**config.mk**
```make
export PLATFORM = sky130hd
export DESIGN_NAME = cds_sequencer
export DESIGN_NICKNAME = d
export VERILOG_FILES = /design/src/rtl/cds_pkg.sv /design/src/rtl/cds_sequencer.sv
export VERILOG_INCLUDE_DIRS = /design/src /design/src/rtl
export SDC_FILE = /design/constraint.sdc
export NUM_CORES = 1
export LEC_CHECK = 0
export ABC_CLOCK_PERIOD_IN_PS = 3000
export BUFFER_PORTS_ARGS = -buffer_cell sky130_fd_sc_hd__buf_2
export CORE_UTILIZATION = 62
export CTS_CLUSTER_SIZE = 12
export DETAILED_ROUTE_END_ITERATION = 8
export HOLD_SLACK_MARGIN = 0.1
export MAX_ROUTING_LAYER = met4
export PLACE_DENSITY = 0.9
export SYNTH_ARGS = -nofsm -noshare
export SYNTH_HDL_FRONTEND = slang
export SYNTH_SLANG_ARGS = --single-unit
```
**constraint.sdc**
```tcl
create_clock -name sys_clk_in -period 3 [get_ports sys_clk_in]
set_input_delay 0.75 -clock sys_clk_in [delete_from_list [all_inputs] [get_ports sys_clk_in]]
set_output_delay 0.75 -clock sys_clk_in [all_outputs]
set_load 0.01 [all_outputs]
```
**src/rtl/cds_consts.svh**
```systemverilog
// timing, threshold and duty constants of the charger direction sequencer
`ifndef CDS_CONSTS_SVH
`define CDS_CONSTS_SVH
`define CDS_CLK_NS 32'h0000_0005
`define CDS_NS_PER_MS 32'h000F_4240
`define CDS_NS_PER_US 32'h0000_03E8
`define CDS_HOLD_MS 32'h0000_0BB8
`define CDS_SAMPLE_US 32'h0000_03E8
`define CDS_DEBOUNCE_US 32'h0000_2710
`define CDS_SCLK_HALF_NS 32'h0000_00FA
`define CDS_BUS_LO_V 10'h15E
`define CDS_BUS_HI_V 10'h2EE
`define CDS_BAT_LO_V 10'h0FA
`define CDS_BAT_HI_V 10'h1C2
`define CDS_CC_DUTY_MAX 8'hE6
`define CDS_CV_DUTY_MAX 8'hFF
`define CDS_DUTY_MIN 8'h00
`define CDS_DUTY_STEP 8'h01
`define CDS_CC_DUTY_RST 8'h40
`define CDS_CV_DUTY_RST 8'h80
`define CDS_B2G_MUL 12'h003
`define CDS_B2G_SHIFT 3
`define CDS_KEY_MODE 0
`define CDS_KEY_PLUS 1
`define CDS_KEY_MINUS 2
`endif

```
**src/rtl/cds_pkg.sv**
```systemverilog
// types shared by the charger direction sequencer
package cds_pkg;
  typedef enum logic [2:0] {
    CDS_ST_WAIT = 3'b000,
    CDS_ST_CONVERT = 3'b001,
    CDS_ST_DECIDE = 3'b010,
    CDS_ST_G2B = 3'b011,
    CDS_ST_B2G = 3'b100
  } cds_state_t;
endpackage : cds_pkg

```
**src/rtl/cds_sequencer.sv**
```systemverilog
// power-up direction sequencer for a bidirectional resonant charger
`timescale 1ns/1ps
`include "cds_consts.svh"

module cds_sequencer #(
  parameter int VW = 10,
  parameter int DW = 8,
  parameter int FRAME_BITS = 16,
  parameter int unsigned HOLD_CYCLES =
    `CDS_HOLD_MS * (`CDS_NS_PER_MS / `CDS_CLK_NS) + 1,
  parameter int unsigned SAMPLE_CYCLES =
    `CDS_SAMPLE_US * (`CDS_NS_PER_US / `CDS_CLK_NS),
  parameter int unsigned DEBOUNCE_CYCLES =
    `CDS_DEBOUNCE_US * (`CDS_NS_PER_US / `CDS_CLK_NS)
) (
  input wire logic sys_clk_in,
  input wire logic sys_rst_in,
  input wire logic [VW-1:0] battery_voltage_measure_in,
  input wire logic adc_data_in,
  output logic adc_select_n_out,
  output logic adc_clock_out,
  input wire logic mode_key_in,
  input wire logic plus_key_in,
  input wire logic minus_key_in,
  input wire logic fault_force_in,
  input wire logic fault_line_n_in,
  output logic fault_line_n_out,
  output logic fault_line_n_oe_out,
  output logic fault_active_out,
  output logic converter_hold_out,
  output logic power_flow_direction_out,
  output logic constant_voltage_mode_out,
  output logic current_setpoint_pwm_out,
  output logic voltage_setpoint_pwm_out
);
  localparam int BW = $clog2(FRAME_BITS + 1);
  localparam int unsigned SCLK_HALF =
    (`CDS_SCLK_HALF_NS + `CDS_CLK_NS - 1) / `CDS_CLK_NS;

  cds_pkg::cds_state_t state;
  logic [31:0] tmr, up_cnt;
  logic [15:0] div;
  logic [BW-1:0] bits;
  logic [FRAME_BITS-1:0] shift;
  logic [VW-1:0] bat_q;
  logic [DW-1:0] cc_mem, cv_mem, pwm_cnt;
  logic sdo_m, sdo_s, fault_m, fault_s;
  logic [2:0] key_m, key_s, key_st, key_press;

  // pin synchronisers; first stage feeds only the second
  always_ff @(posedge sys_clk_in) begin
    sdo_m <= adc_data_in;
    sdo_s <= sdo_m;
    fault_m <= fault_line_n_in;
    fault_s <= fault_m;
  end

  // key debounce: a press is the settled rising level
  genvar gi;
  generate
    for (gi = 0; gi < 3; gi++) begin : g_key
      logic [31:0] kcnt;
      wire raw = (gi == `CDS_KEY_MODE) ? mode_key_in :
                 (gi == `CDS_KEY_PLUS) ? plus_key_in : minus_key_in;
      always_ff @(posedge sys_clk_in) begin
        key_m[gi] <= raw;
        key_s[gi] <= key_m[gi];
        if (sys_rst_in) begin
          key_st[gi] <= 1'b0;
          key_press[gi] <= 1'b0;
          kcnt <= 32'h0000_0000;
        end else begin
          key_press[gi] <= 1'b0;
          if (key_s[gi] == key_st[gi]) begin
            kcnt <= 32'h0000_0000;
          end else if (kcnt >= DEBOUNCE_CYCLES - 1) begin
            key_st[gi] <= key_s[gi];
            key_press[gi] <= key_s[gi];
            kcnt <= 32'h0000_0000;
          end else begin
            kcnt <= kcnt + 32'h0000_0001;
          end
        end
      end
    end
  endgenerate

  // voltage windows; equal-to-limit readings fall to sample again
  wire [VW-1:0] bus_v = shift[VW-1:0];
  wire bus_mid = bus_v > `CDS_BUS_LO_V && bus_v < `CDS_BUS_HI_V;
  wire bus_low = bus_v < `CDS_BUS_LO_V;
  wire bat_low = bat_q < `CDS_BAT_LO_V;
  wire bat_mid = bat_q > `CDS_BAT_LO_V && bat_q < `CDS_BAT_HI_V;
  wire g2b_ok = bus_mid && bat_low;
  wire b2g_ok = bus_low && bat_mid;
  wire tmr_end = tmr >= SAMPLE_CYCLES - 1;
  wire div_end = div >= 16'(SCLK_HALF - 1);
  wire frame_end = bits == BW'(FRAME_BITS);
  wire is_g2b = state == cds_pkg::CDS_ST_G2B;
  wire is_b2g = state == cds_pkg::CDS_ST_B2G;
  wire running = is_g2b || is_b2g;
  wire up_done = up_cnt >= HOLD_CYCLES;

  // sequence: wait, read bus ADC frame, decide, then run for good
  always_ff @(posedge sys_clk_in) begin
    if (sys_rst_in) begin
      state <= cds_pkg::CDS_ST_WAIT;
      tmr <= 32'h0000_0000;
      div <= 16'h0000;
      bits <= '0;
      shift <= '0;
      bat_q <= '0;
      adc_select_n_out <= 1'b1;
      adc_clock_out <= 1'b0;
      power_flow_direction_out <= 1'b0;
    end else begin
      case (state)
        cds_pkg::CDS_ST_WAIT: begin
          if (tmr_end) begin
            tmr <= 32'h0000_0000;
            adc_select_n_out <= 1'b0;
            state <= cds_pkg::CDS_ST_CONVERT;
          end else begin
            tmr <= tmr + 32'h0000_0001;
          end
        end
        cds_pkg::CDS_ST_CONVERT: begin
          if (!div_end) begin
            div <= div + 16'h0001;
          end else begin
            div <= 16'h0000;
            if (!adc_clock_out) begin
              // data is stable mid-bit, so rising edge sampling is safe
              adc_clock_out <= 1'b1;
              shift <= {shift[FRAME_BITS-2:0], sdo_s};
              bits <= bits + 1'b1;
            end else begin
              adc_clock_out <= 1'b0;
              if (frame_end) begin
                adc_select_n_out <= 1'b1;
                bat_q <= battery_voltage_measure_in;
                state <= cds_pkg::CDS_ST_DECIDE;
              end
            end
          end
        end
        cds_pkg::CDS_ST_DECIDE: begin
          bits <= '0;
          if (g2b_ok) begin
            power_flow_direction_out <= 1'b1;
            state <= cds_pkg::CDS_ST_G2B;
          end else if (b2g_ok) begin
            power_flow_direction_out <= 1'b0;
            state <= cds_pkg::CDS_ST_B2G;
          end else begin
            state <= cds_pkg::CDS_ST_WAIT;
          end
        end
        cds_pkg::CDS_ST_G2B: state <= state;
        cds_pkg::CDS_ST_B2G: bat_q <= battery_voltage_measure_in; // tracked
        default: state <= cds_pkg::CDS_ST_WAIT;
      endcase
    end
  end
  select_frame_a: assert property (@(posedge sys_clk_in)
    disable iff (sys_rst_in) state == cds_pkg::CDS_ST_WAIT && tmr_end
    |=> !adc_select_n_out && state == cds_pkg::CDS_ST_CONVERT)
    else $error("select not asserted for frame");
  clock_idle_a: assert property (@(posedge sys_clk_in)
    disable iff (sys_rst_in) adc_select_n_out |-> !adc_clock_out)
    else $error("serial clock toggles while deselected");
  dir_charge_a: assert property (@(posedge sys_clk_in)
    disable iff (sys_rst_in) state == cds_pkg::CDS_ST_DECIDE && g2b_ok
    |=> power_flow_direction_out && is_g2b) else $error("charge missed");
  dir_discharge_a: assert property (@(posedge sys_clk_in)
    disable iff (sys_rst_in) state == cds_pkg::CDS_ST_DECIDE && b2g_ok
    |=> !power_flow_direction_out && is_b2g) else $error("discharge missed");
  window_resample_a: assert property (@(posedge sys_clk_in)
    disable iff (sys_rst_in) state == cds_pkg::CDS_ST_DECIDE && !g2b_ok
    && !b2g_ok |=> state == cds_pkg::CDS_ST_WAIT && tmr == 32'h0000_0000)
    else $error("no resample on invalid window");
  dir_kept_a: assert property (@(posedge sys_clk_in)
    disable iff (sys_rst_in) running |=> running
    && $stable(power_flow_direction_out)) else $error("direction changed");

  // power-on timer saturates so it never wraps back below the limit
  always_ff @(posedge sys_clk_in) begin
    if (sys_rst_in) begin
      up_cnt <= 32'h0000_0000;
    end else if (!up_done) begin
      up_cnt <= up_cnt + 32'h0000_0001;
    end
  end

  // hold release: running, past the power-on delay, no fault present
  always_ff @(posedge sys_clk_in) begin
    if (sys_rst_in) begin
      converter_hold_out <= 1'b0;
    end else begin
      converter_hold_out <= running && up_done && fault_s;
    end
  end
  hold_idle_a: assert property (@(posedge sys_clk_in)
    disable iff (sys_rst_in) !running |-> !converter_hold_out)
    else $error("hold high before run");
  hold_delay_a: assert property (@(posedge sys_clk_in)
    disable iff (sys_rst_in) $rose(converter_hold_out)
    |-> $past(up_cnt) >= HOLD_CYCLES && $past(fault_s))
    else $error("hold released early");
  fault_mute_a: assert property (@(posedge sys_clk_in)
    disable iff (sys_rst_in) !fault_s |=> !converter_hold_out)
    else $error("hold stays high during fault");

  // fault pin driver; enable is low while pulling the line down
  always_ff @(posedge sys_clk_in) begin
    if (sys_rst_in) begin
      fault_line_n_out <= 1'b0;
      fault_line_n_oe_out <= 1'b1;
      fault_active_out <= 1'b0;
    end else begin
      fault_line_n_out <= 1'b0;
      fault_line_n_oe_out <= ~fault_force_in;
      fault_active_out <= ~fault_s;
    end
  end

  // retained setpoints and mode, adjusted only while charging
  wire cv_sel = constant_voltage_mode_out;
  wire k_plus = key_press[`CDS_KEY_PLUS] && !key_press[`CDS_KEY_MINUS];
  wire k_minus = key_press[`CDS_KEY_MINUS] && !key_press[`CDS_KEY_PLUS];
  wire [DW-1:0] cc_up = (cc_mem >= `CDS_CC_DUTY_MAX - `CDS_DUTY_STEP) ?
    `CDS_CC_DUTY_MAX : cc_mem + `CDS_DUTY_STEP;
  wire [DW-1:0] cv_up = (cv_mem >= `CDS_CV_DUTY_MAX - `CDS_DUTY_STEP) ?
    `CDS_CV_DUTY_MAX : cv_mem + `CDS_DUTY_STEP;
  wire [DW-1:0] cc_dn = (cc_mem <= `CDS_DUTY_MIN + `CDS_DUTY_STEP) ?
    `CDS_DUTY_MIN : cc_mem - `CDS_DUTY_STEP;
  wire [DW-1:0] cv_dn = (cv_mem <= `CDS_DUTY_MIN + `CDS_DUTY_STEP) ?
    `CDS_DUTY_MIN : cv_mem - `CDS_DUTY_STEP;
  always_ff @(posedge sys_clk_in) begin
    if (sys_rst_in) begin
      cc_mem <= `CDS_CC_DUTY_RST;
      cv_mem <= `CDS_CV_DUTY_RST;
      constant_voltage_mode_out <= 1'b1;
    end else if (is_g2b) begin
      if (key_press[`CDS_KEY_MODE]) begin
        constant_voltage_mode_out <= ~cv_sel;
      end
      if (k_plus && cv_sel) cv_mem <= cv_up;
      if (k_plus && !cv_sel) cc_mem <= cc_up;
      if (k_minus && cv_sel) cv_mem <= cv_dn;
      if (k_minus && !cv_sel) cc_mem <= cc_dn;
    end
  end
  mode_toggle_a: assert property (@(posedge sys_clk_in)
    disable iff (sys_rst_in) is_g2b && key_press[`CDS_KEY_MODE]
    |=> $changed(constant_voltage_mode_out)) else $error("mode not toggled");
  cc_limit_a: assert property (@(posedge sys_clk_in)
    disable iff (sys_rst_in) cc_mem <= `CDS_CC_DUTY_MAX)
    else $error("current duty above limit");

  // setpoint duties; discharge scales battery by 3/8 onto the duty curve
  wire [11:0] b2g_full = 12'(bat_q) * `CDS_B2G_MUL;
  wire [11:0] b2g_scl = b2g_full >> `CDS_B2G_SHIFT;
  wire [DW-1:0] b2g_duty = (b2g_scl > 12'(`CDS_CV_DUTY_MAX)) ?
    `CDS_CV_DUTY_MAX : b2g_scl[DW-1:0];
  wire [DW-1:0] cc_duty = running ? cc_mem : `CDS_DUTY_MIN;
  wire [DW-1:0] cv_duty = is_b2g ? b2g_duty :
    (is_g2b ? cv_mem : `CDS_DUTY_MIN);
  always_ff @(posedge sys_clk_in) begin
    if (sys_rst_in) begin
      pwm_cnt <= '0;
      current_setpoint_pwm_out <= 1'b0;
      voltage_setpoint_pwm_out <= 1'b0;
    end else begin
      pwm_cnt <= pwm_cnt + 1'b1;
      current_setpoint_pwm_out <= pwm_cnt < cc_duty;
      voltage_setpoint_pwm_out <= pwm_cnt < cv_duty;
    end
  end

endmodule : cds_sequencer

```
==> impl_results.rst, run 1 <==
.. list-table::
   :header-rows: 1

   * - Metric
     - Value
   * - Result of the run
     - completed
   * - Count of unresolved DRC violations after routing
     - 0
   * - Number of diodes added for antenna fixing
     - 0
   * - Synthesized instance count
     - 1316
   * - Buffer type at the clock tree root
     - sky130_fd_sc_hd__clkbuf_16
   * - Die Span X
     - 138 um
   * - Commonest cells in the synthesized netlist
     - sky130_fd_sc_hd__dfxtp_1, sky130_fd_sc_hd__nor2_1, sky130_fd_sc_hd__nand2_1
   * - Via count normalized by instance count
     - around 5.8
   * - Final-stage net count
     - 1430
   * - Worst hold path class
     - in -> reg
   * - Number of primary I/O pins
     - 28
   * - Core area
     - 18000 sq um
   * - Cell Pwr Density
     - 519 nW/um^2
   * - Number of slew-limit violations in the final report
     - 0
   * - First-pass GRT wire length
     - a little under 40000 um
   * - Yosys reg bits
     - 253
   * - Via count of the first global-routing pass
     - 8929
   * - Most common cell on crit path
     - sky130_fd_sc_hd__a21oi_1
   * - Global-route total usage across every layer
     - 0.252
   * - Largest net degree at the start of global routing
     - 60
   * - Maximum clock frequency
     - approximately 360 MHz
   * - Area grow syn2layout
     - 10.9%
   * - Worst reg2reg path startpoint
     - bat_q[4]
   * - Hold worst-path end
     - fault_m
   * - Clock input transition at the sequential cells of the worst setup and hold paths
     - about 0.060 ns
   * - Vias post-DR
     - 9401
   * - Total negative setup slack
     - 0 ns
   * - Filler cell count
     - 1326
   * - Total setup violations reported at the end of the flow
     - 0
   * - Top area cells in the synthesized netlist
     - sky130_fd_sc_hd__dfxtp_1, sky130_fd_sc_hd__nor2_1, sky130_fd_sc_hd__ha_1
   * - Clock buffer depth
     - 3
   * - Time the final worst path needs with I/O delays and setup
     - 2.76 ns
   * - TritonCTS clock tree
     - yes
   * - Worst max-slew margin expressed relative to the limit
     - 0.480
   * - Post-synth top area share
     - 0.442
   * - Commonest register cell after synthesis
     - sky130_fd_sc_hd__dfxtp_1
   * - Routability-driven placement congestion ratio
     - 0.894
   * - Worst hold path depth
     - 1
   * - Starting density of the core
     - 0.635
   * - Detailed-router iteration count before antenna repair
     - 5
   * - Crit. End Element
     - register
   * - Required time of the critical path
     - 3.41 ns
   * - Synth area leader
     - sky130_fd_sc_hd__dfxtp_1
   * - TritonCTS Sinks
     - 253
   * - Share of the yosys chip area belonging to registers
     - 0.442
   * - Netlist cell types
     - 75
   * - Setup crit start kind
     - register
   * - Worst R2R End
     - voltage_setpoint_pwm_out
   * - Total detailed-routing wirelength
     - 22700 um
   * - Chip Height
     - 138 um
   * - Data arrival, critical path
     - about 3.2 ns
   * - Detailed-placement wirelength estimate
     - 15300 um
   * - Die area
     - 19000 sq um
   * - Mean cell area of the mapped netlist
     - 8.70 sq um
   * - Setup slack, reg-to-reg
     - about 0.24 ns
   * - Setup repair after global routing missed its margin
     - no
   * - Input/output buffers
     - 26
   * - Count of flip-flops with a built-in enable after synthesis
     - 0
   * - Clock buffers created by TritonCTS
     - 27
   * - Max incr delay on CP
     - 0.40 ns
   * - Number of design-rule violations left by the first detailed-router iteration
     - approximately 560
   * - Gr ovfl total
     - 0
   * - Worst R2R Path Depth
     - 12
   * - Drt wl/cell
     - around 14 um
   * - Initial antenna violation count
     - 0
   * - Worst slew pin tran
     - 0.772 ns
   * - Count of buffers added by post-CTS timing repair for setup
     - 0
   * - Final clock period utilization by the worst path
     - 0.920
   * - Remaining antenna violation count after routing
     - 0
   * - Crit path max fanout
     - 4
   * - Row Count
     - 49
   * - Total leakage power
     - 4.81 nW
   * - # Max-Cap Violations
     - 0
   * - Fraction of final layout cells sized beyond drive strength 1
     - 0.0754
   * - Number of warnings printed during yosys synthesis
     - 0
   * - Clock Latency Late Sink
     - roughly 0.53 ns
   * - Most frequently used cell type in the post-synthesis netlist
     - sky130_fd_sc_hd__dfxtp_1
   * - Clock Skews
     - 0.0147 ns
   * - Critical-path top delay cell
     - sky130_fd_sc_hd__or3_1
   * - Maximum vdd drop
     - 498 uV
   * - Worst Hold Margin
     - 0.321 ns
   * - Type of the setup path with the least slack
     - reg -> reg
   * - H-tree levels
     - 1
   * - Proportion of register bits with asynchronous set or reset after synthesis
     - 0
   * - Final Hold Viols
     - 0
   * - CP cell instances
     - inv_1 -> ha_1 -> a21oi_1 -> nor2b_1 -> or3_1 -> a31oi_4 -> nor4_1 -> a311o_1 -> ha_1 -> nand4_1 -> a21oi_1 -> a21oi_1
   * - Hold Crit Start
     - fault_line_n_in
   * - Cell area after synthesis
     - around 11000 sq um
## registers in the layout, summed over array words and instances (netlist names), 3 cells and up
name,flops
bat_q,10
bits,5
cc_mem,8
cv_mem,8
div,16
g_key.kcnt,96
key_m,3
key_press,3
key_s,3
key_st,3
pwm_cnt,8
shift,10
state,3
tmr,32
up_cnt,32
## final cells by class
class,count,area (sq um),share of cell area
Multi-Input combinational cell,1004,6170,0.486
Sequential cell,253,5070,0.399
Clock buffer,38,757,0.0596
Tap cell,229,287,0.0226
Timing Repair Buffer,40,238,0.0187
Inverter,37,139,0.0109
Clock inverter,7,41.3,0.00325
## through the flow
step | instance area, sq um | util | worst slack [ns] | power (mW) | cells
after floorplan | 11600 | - | 0.360 | 3.60 | 1349
after global placement | 11900 | 0.658 | 0.231 | 3.65 | 1563
after detailed placement | 11900 | 0.658 | 0.133 | 3.65 | 1563
after CTS | 12700 | 0.703 | 0.117 | 6.64 | 1608
after global routing | 12700 | 0.704 | 0.0121 | 6.81 | 1608
final | 12700 | 0.704 | 0.241 | 6.59 | 1608
## per-layer routing
| metal | routed length [um] | global-route usage | up-vias |
|---|---|---|---|
| met5 | 0 | - | - |
| met4 | 530 | 0.0815 | 0 |
| met3 | 921 | 0.0376 | 57 |
| met1 | 10000 | 0.297 | 4410 |
| li1 | - | - | 4728 |
| met2 | 11200 | 0.440 | 206 |
## how the worst max path moves through the flow
stage | from | to | slack, ns
floorplan | bat_q[2] | voltage_setpoint_pwm_out | 0.36
global placement | bat_q[2] | voltage_setpoint_pwm_out | 0.23
detailed placement | bat_q[3] | voltage_setpoint_pwm_out | 0.13
CTS | bat_q[3] | voltage_setpoint_pwm_out | 0.12
global route | bat_q[4] | voltage_setpoint_pwm_out | 0.01
finish | bat_q[4] | voltage_setpoint_pwm_out | 0.24
## where the power goes
group	internal (mW)	switching [mW]	total, mW
clock network	1.74	1.26	3.00
registers	3.41	0.0281	3.44
logic	0.0531	0.0896	0.143
## cell usage in the layout (no fill, tap or decap), types with 15 or more instances in the layout
cell / n
sky130_fd_sc_hd__buf_4: 15
sky130_fd_sc_hd__o31ai_1: 16
sky130_fd_sc_hd__xor2_1: 51
sky130_fd_sc_hd__nand3_1: 58
sky130_fd_sc_hd__mux2i_1: 25
sky130_fd_sc_hd__inv_1: 36
sky130_fd_sc_hd__clkbuf_16: 27
sky130_fd_sc_hd__buf_2: 25
sky130_fd_sc_hd__and3_1: 40
sky130_fd_sc_hd__nand4_1: 27
sky130_fd_sc_hd__nor4_1: 21
sky130_fd_sc_hd__nor2_1: 191
sky130_fd_sc_hd__xnor2_1: 40
sky130_fd_sc_hd__a21oi_1: 75
sky130_fd_sc_hd__or3_1: 23
sky130_fd_sc_hd__conb_1: 34
sky130_fd_sc_hd__ha_1: 48
sky130_fd_sc_hd__o21ai_0: 56
sky130_fd_sc_hd__nand2_1: 94
sky130_fd_sc_hd__nor3_1: 35
sky130_fd_sc_hd__dfxtp_1: 252
## kinds of logic (layout without fill, tap and decap cells)
kind of cell	Yosys count	after routing	synth area share
AO/OA/AOI/OAI	245	245	0.138
XOR/XNOR	91	91	0.0696
adder cells (fa/ha/maj)	49	49	0.0535
buffers and inverters	92	122	0.0326
flip-flops	253	253	0.442
multiplexers	25	25	0.0218
other	1	34	0.000327
AND/OR/NAND/NOR	560	560	0.242
## worst max-delay path, delay by kind of cell (launching register included)
family	cells	cell delay [ns]
adder cells (fa/ha/maj)	2	0.64
AND/OR/NAND/NOR	4	0.64
flip-flops	1	0.38
AO/OA/AOI/OAI	5	0.92
buffers and inverters	1	0.06
## timing repair
item,CTS,global route
hold buffers,0,0
gates resized for setup,0,5
endpoints found under the setup margin,0,1
Note: power is estimated with default switching activity, not from simulation.
==> run 2: changes to the inputs <==
--- a/config.mk
+++ b/config.mk
@@ -13,7 +13,7 @@
 export DETAILED_ROUTE_END_ITERATION = 8
 export HOLD_SLACK_MARGIN = 0.1
 export MAX_ROUTING_LAYER = met4
-export PLACE_DENSITY = 0.9
+export PLACE_DENSITY_LB_ADDON = 0.25
 export SYNTH_ARGS = -nofsm -noshare
 export SYNTH_HDL_FRONTEND = slang
 export SYNTH_SLANG_ARGS = --single-unit
==> impl_results.rst, run 2 (synthesis results as in run 1) <==
.. list-table::
   :header-rows: 1

   * - Metric
     - Value
   * - Final clock period utilization by the worst path
     - 0.928
   * - Number of design-rule violations left by the first detailed-router iteration
     - between 400 and 500
   * - Starting density of the core
     - 0.635
   * - Sequential cell area
     - just over 5000 sq um
   * - Biggest regs
     - g_key.kcnt (96), tmr (32), up_cnt (32)
   * - Hold Crit Start
     - key_m[0]
   * - Sum of internal, switching and leakage power
     - between 6 and 7 mW
   * - Global-route total usage across every layer
     - 0.236
   * - Filler cell count
     - approximately 1400
   * - Routability-driven placement congestion ratio
     - 0.883
   * - Switching power total
     - 1.37 mW
   * - Required time of the critical path
     - 3.40 ns
   * - Number of slew-limit violations in the final report
     - 0
   * - Crit path max fanout
     - 11
   * - Final Hold Viols
     - 0
   * - Register with the highest flop count
     - g_key.kcnt
   * - Total detailed-routing wirelength
     - 21900 um
   * - # Max-Cap Violations
     - 0
   * - Pre-CTS worst setup slack
     - 0.119 ns
   * - Gate power share
     - 0.021
   * - H-tree levels
     - 1
   * - Inst Count DP
     - roughly 1600
   * - Count of unresolved DRC violations after routing
     - 0
   * - Crit. End Element
     - register
   * - Worst slew pin tran
     - 1.26 ns
   * - P_int
     - between 5 and 6 mW
   * - Worst R2R Path Depth
     - 7
   * - Via count of the first global-routing pass
     - roughly 8000
   * - Row Count
     - about 50
   * - Post-Place Cell Area
     - 11900 sq um
   * - Sequential power share
     - 0.514
   * - Type of the setup path with the least slack
     - reg -> reg
   * - Result of the run
     - completed
   * - Total area of multi-input combinational cells
     - roughly 6200 sq um
   * - Total leakage power
     - 4.83 nW
   * - Resize count post-CTS
     - 0
   * - Time the final worst path needs with I/O delays and setup
     - 2.78 ns
   * - Buffer type at the clock tree root
     - sky130_fd_sc_hd__clkbuf_16
   * - Non-Filler Cell Area, Final
     - 12700 sq um
   * - Detailed-placement wirelength estimate
     - 14400 um
   * - Initial antenna violation count
     - 0
   * - Number of primary I/O pins
     - 28
   * - Die Span X
     - between 100 and 150 um
   * - Total negative setup slack
     - 0 ns
   * - Number of flip-flops in the largest register
     - 96
   * - Fraction of final layout cells sized beyond drive strength 1
     - 0.0749
   * - Setup repair after global routing missed its margin
     - no
   * - Count of buffers added by post-CTS timing repair for setup
     - 0
   * - Via count normalized by instance count
     - 5.77
   * - Cell Pwr Density
     - 526 nW/um^2
   * - Clock Latency Late Sink
     - 0.52 ns
   * - Largest net degree at the start of global routing
     - 75
   * - TritonCTS clock tree
     - yes
   * - Detailed-router iteration count before antenna repair
     - 5
   * - Clock Skews
     - roughly 0.0084 ns
   * - Area grow syn2layout
     - 11.1%
   * - Drt wl/cell
     - 13.6 um
   * - TritonCTS Sinks
     - 253
   * - Setup crit start kind
     - register
   * - Maximum vdd drop
     - 510 uV
   * - Setup slack, reg-to-reg
     - 0.22 ns
   * - Data arrival, critical path
     - 3.18 ns
   * - Worst hold path depth
     - 0
   * - Maximum clock frequency
     - 359 MHz
   * - Finished Core Util
     - 0.706
   * - Worst max-slew margin expressed relative to the limit
     - 0.151
   * - Quantity of hold-fixing buffers added after cts
     - 0
   * - Clock group share of total power
     - 0.465
   * - Clock input transition at the sequential cells of the worst setup and hold paths
     - 0.06 ns
   * - Clock buffers created by TritonCTS
     - 27
   * - Total setup violations reported at the end of the flow
     - 0
   * - Worst reg2reg path startpoint
     - tmr[0]
   * - Commonest cells after routing, fill and taps aside
     - sky130_fd_sc_hd__dfxtp_1, sky130_fd_sc_hd__nor2_1, sky130_fd_sc_hd__nand2_1
   * - Worst hold path class
     - reg -> reg
   * - Clock buffer depth
     - 3
   * - Leading cell type in the layout, fill and taps excluded
     - sky130_fd_sc_hd__dfxtp_1
   * - Setup ws final
     - 0.217 ns
   * - First-pass GRT wire length
     - 36700 um
   * - Worst Hold Margin
     - 0.325 ns
   * - Chip Height
     - 138 um
   * - Input/output buffers
     - 26
   * - Final-stage net count
     - 1430
   * - Net Sw Frac
     - 0.204
   * - Core area
     - 18000 sq um
   * - Remaining antenna violation count after routing
     - 0
   * - Vias post-DR
     - approximately 9300
   * - Hold worst-path end
     - key_s[0]
   * - Gr ovfl total
     - 0
   * - Worst R2R End
     - tmr[16]
   * - Die area
     - between 15000 and 20000 sq um
   * - Number of standard cells in the layout, taps in and fillers out
     - 1605
   * - Number of diodes added for antenna fixing
     - 0
[run 2: how the worst max path moves through the flow]
stage / startpoint / endpoint / slack [ns] / depth (start not counted)
3_5_place_dp: bat_q[2] / voltage_setpoint_pwm_out / 0.12 / 12
6_report: tmr[0] / tmr[16] / 0.22 / 7
4_1_cts: bat_q[2] / voltage_setpoint_pwm_out / 0.1 / 12
5_1_grt: bat_q[2] / voltage_setpoint_pwm_out / 0.03 / 12
3_3_place_gp: bat_q[2] / voltage_setpoint_pwm_out / 0.23 / 12
2_1_floorplan: bat_q[2] / voltage_setpoint_pwm_out / 0.36 / 12
[run 2: layout make-up]
| type | count | area share |
|---|---|---|
| flip-flops and latches | 253 | 0.398 |
| well taps | 229 | 0.0225 |
| inverters | 37 | 0.0109 |
| repair buffers | 40 | 0.0197 |
| clock buffers | 37 | 0.0608 |
| clock inverters | 5 | 0.00423 |
| multi-input cells | 1004 | 0.484 |
[run 2: layer usage]
layer | GRT usage | vias up | part of all wire
met1 | 0.306 | 4296 | 0.47
met4 | 0.0616 | 0 | 0.019
met2 | 0.389 | 194 | 0.47
li1 | - | 4728 | -
met5 | - | - | 0
met3 | 0.0311 | 43 | 0.040
[run 2: worst max-delay path, stage by stage (launching register included)]
cell and delay [ns]:
sky130_fd_sc_hd__dfxtp_1 0.39, sky130_fd_sc_hd__ha_1 0.23, sky130_fd_sc_hd__and3_1 0.23, sky130_fd_sc_hd__a311oi_2 0.13
sky130_fd_sc_hd__o31ai_1 1.06, sky130_fd_sc_hd__inv_2 0.09, sky130_fd_sc_hd__nand3_1 0.39, sky130_fd_sc_hd__o21ai_1 0.14
[run 2: power groups by stage]
| stage | Clock [mW] | Combinational, mW | Sequential (mW) |
|---|---|---|---|
| after floorplan | 0 | 0.0979 | 3.51 |
| after global placement | 0 | 0.138 | 3.51 |
| after detailed placement | 0 | 0.141 | 3.51 |
| after CTS | 3.17 | 0.142 | 3.44 |
| after global routing | 3.31 | 0.160 | 3.44 |
| final | 3.11 | 0.142 | 3.44 |
==> run 3: changes to the inputs <==
--- a/config.mk
+++ b/config.mk
@@ -6,9 +6,9 @@
 export SDC_FILE = /design/constraint.sdc
 export NUM_CORES = 1
 export LEC_CHECK = 0
-export ABC_CLOCK_PERIOD_IN_PS = 3000
+export ABC_CLOCK_PERIOD_IN_PS = 3300
 export BUFFER_PORTS_ARGS = -buffer_cell sky130_fd_sc_hd__buf_2
-export CORE_UTILIZATION = 62
+export CORE_UTILIZATION = 64
 export CTS_CLUSTER_SIZE = 12
 export DETAILED_ROUTE_END_ITERATION = 8
 export HOLD_SLACK_MARGIN = 0.1
==> constraint.sdc (replaced) <==
create_clock -name sys_clk_in -period 3.3 [get_ports sys_clk_in]
set_input_delay 0.825 -clock sys_clk_in [delete_from_list [all_inputs] [get_ports sys_clk_in]]
set_output_delay 0.825 -clock sys_clk_in [all_outputs]
set_load 0.01 [all_outputs]
==> impl_results.rst, run 3 (synthesis results as in run 1) <==
.. list-table::
   :header-rows: 1

   * - Metric
     - Value
   * - Clock Latency Late Sink
     - 0.53 ns
   * - Clock Skews
     - 0.00789 ns
   * - Core area
     - ~17000 sq um
   * - Violated checks
     - design-rule violations
   * - Initial antenna violation count
     - 0
   * - Chip Height
     - 136 um
   * - Starting density of the core
     - 0.660
   * - Setup repair after global routing missed its margin
     - no
   * - Routability-driven placement congestion ratio
     - roughly 0.9
   * - Hold worst-path end
     - sdo_s
   * - Detailed-placement wirelength estimate
     - 14700 um
   * - Area grow syn2layout
     - 10.7%
   * - Largest net degree at the start of global routing
     - just under 70
   * - Fraction of final layout cells sized beyond drive strength 1
     - 0.0713
   * - Die Span X
     - ~140 um
   * - Input/output buffers
     - 26
   * - Number of primary I/O pins
     - 28
   * - Worst Hold Margin
     - ~0.33 ns
   * - Row Count
     - 48
   * - Worst R2R Path Depth
     - 12
   * - Critical-path top delay cell
     - sky130_fd_sc_hd__dfxtp_1
   * - Quantity of hold-fixing buffers added after cts
     - 0
   * - Worst R2R End
     - voltage_setpoint_pwm_out
   * - Clock buffers created by TritonCTS
     - 27
   * - Gr ovfl total
     - 0
   * - Total negative setup slack
     - 0 ns
   * - Total detailed-routing wirelength
     - 22000 um
   * - Result of the run
     - finished, violations left
   * - Die area
     - 18400 sq um
   * - Crit path max fanout
     - 4
   * - Final-stage net count
     - between 1000 and 1500
   * - Register with the highest flop count
     - g_key.kcnt
   * - # Max-Cap Violations
     - 0
   * - Required time of the critical path
     - 3.71 ns
   * - Clock input transition at the sequential cells of the worst setup and hold paths
     - about 0.060 ns
   * - Worst max-slew margin expressed relative to the limit
     - 0.177
   * - Final Hold Viols
     - 0
   * - Number of diodes added for antenna fixing
     - 0
   * - TritonCTS Sinks
     - about 250
   * - Type of the setup path with the least slack
     - reg -> reg
   * - Remaining antenna violation count after routing
     - 0
   * - Number of design-rule violations left by the first detailed-router iteration
     - 597
   * - Crit. End Element
     - register
   * - Maximum vdd drop
     - 453 uV
   * - Post-Place Cell Area
     - 11800 sq um
   * - Final clock period utilization by the worst path
     - 0.891
   * - CP cell instances
     - inv_1 -> ha_1 -> a21oi_1 -> a21oi_1 -> or3_1 -> a31oi_1 -> nor4_1 -> a311o_1 -> ha_1 -> nand4_1 -> a21oi_1 -> a21oi_1
   * - Cell Pwr Density
     - roughly 480 nW/um^2
   * - Finished Core Util
     - 0.731
   * - Biggest regs
     - g_key.kcnt (96), tmr (32), up_cnt (32)
   * - First-pass GRT wire length
     - between 30000 and 40000 um
   * - Detailed-router iteration count before antenna repair
     - 7
   * - Maximum clock frequency
     - 340 MHz
   * - Buffer type at the clock tree root
     - sky130_fd_sc_hd__clkbuf_16
   * - Buffers plus inverters on the worst setup path
     - 1
   * - Total leakage power
     - 4.81 nW
   * - Sum of internal, switching and leakage power
     - 6.10 mW
   * - Global-route total usage across every layer
     - 0.249
   * - Filler cell count
     - 1326
   * - Worst slew pin tran
     - between 1 and 1.5 ns
   * - Leading cell type in the layout, fill and taps excluded
     - sky130_fd_sc_hd__dfxtp_1
   * - TritonCTS clock tree
     - yes
   * - Data arrival, critical path
     - 3.36 ns
   * - Time the final worst path needs with I/O delays and setup
     - roughly 3 ns
   * - Via count of the first global-routing pass
     - 8693
   * - Number of standard cells in the layout, taps in and fillers out
     - 1600
   * - Pre-CTS worst setup slack
     - 0.392 ns
   * - Hold Crit Start
     - sdo_m
   * - Total setup violations reported at the end of the flow
     - 0
   * - Worst hold path depth
     - 0
   * - Worst hold path class
     - reg -> reg
   * - Number of slew-limit violations in the final report
     - 0
   * - Setup slack, reg-to-reg
     - between 0.3 and 0.4 ns
   * - Vias post-DR
     - between 9000 and 10000
   * - Commonest cells after routing, fill and taps aside
     - sky130_fd_sc_hd__dfxtp_1, sky130_fd_sc_hd__nor2_1, sky130_fd_sc_hd__nand2_1
   * - Drt wl/cell
     - 13.7 um
   * - Family with the most delay on the worst path
     - compound AO/OA/AOI/OAI gates
   * - Non-Filler Cell Area, Final
     - 12700 sq um
   * - H-tree levels
     - 1
   * - Most common cell on crit path
     - sky130_fd_sc_hd__a21oi_1
   * - Inst Count DP
     - 1557
   * - Via count normalized by instance count
     - 5.75
   * - Count of buffers added by post-CTS timing repair for setup
     - 0
   * - Setup ws final
     - 0.358 ns
   * - Max incr delay on CP
     - 0.39 ns
   * - Clock buffer depth
     - 3
   * - Count of unresolved DRC violations after routing
     - 1
   * - Worst reg2reg path startpoint
     - bat_q[2]
   * - Number of flip-flops in the largest register
     - 96
   * - Resize count post-CTS
     - 0
   * - Setup crit start kind
     - register
## run 3: metal layers
layer | vias to the layer above | share of wire | global-route usage
met4 | 0 | 0.020 | 0.0737
met3 | 43 | 0.036 | 0.0311
met5 | - | 0 | -
met1 | 4277 | 0.47 | 0.308
met2 | 163 | 0.48 | 0.422
li1 | 4720 | - | -
## run 3: layout make-up
cell class	instances	area (sq um)	share of cell area
multi-input cells	1004	6140	0.484
flip-flops and latches	253	5060	0.399
clock buffers	38	777	0.0613
well taps	225	282	0.0222
repair buffers	38	223	0.0176
inverters	37	139	0.0110
clock inverters	5	57.6	0.00454
## run 3: how the worst max path moves through the flow
stage / start / endpoint / slack [ns] / depth (start not counted)
2_1_floorplan: bat_q[2] / voltage_setpoint_pwm_out / 0.66 / 12
3_3_place_gp: bat_q[2] / voltage_setpoint_pwm_out / 0.53 / 12
3_5_place_dp: bat_q[2] / voltage_setpoint_pwm_out / 0.39 / 12
4_1_cts: bat_q[2] / voltage_setpoint_pwm_out / 0.38 / 12
5_1_grt: bat_q[3] / voltage_setpoint_pwm_out / 0.20 / 12
6_report: bat_q[2] / voltage_setpoint_pwm_out / 0.36 / 12
## run 3: power breakdown
group          internal (mW)  switching [mW]  total, mW
Sequential              3.10          0.0258       3.13
Clock                   1.70            1.15       2.85
Combinational         0.0479          0.0818      0.130
Total                   4.85            1.26       6.10
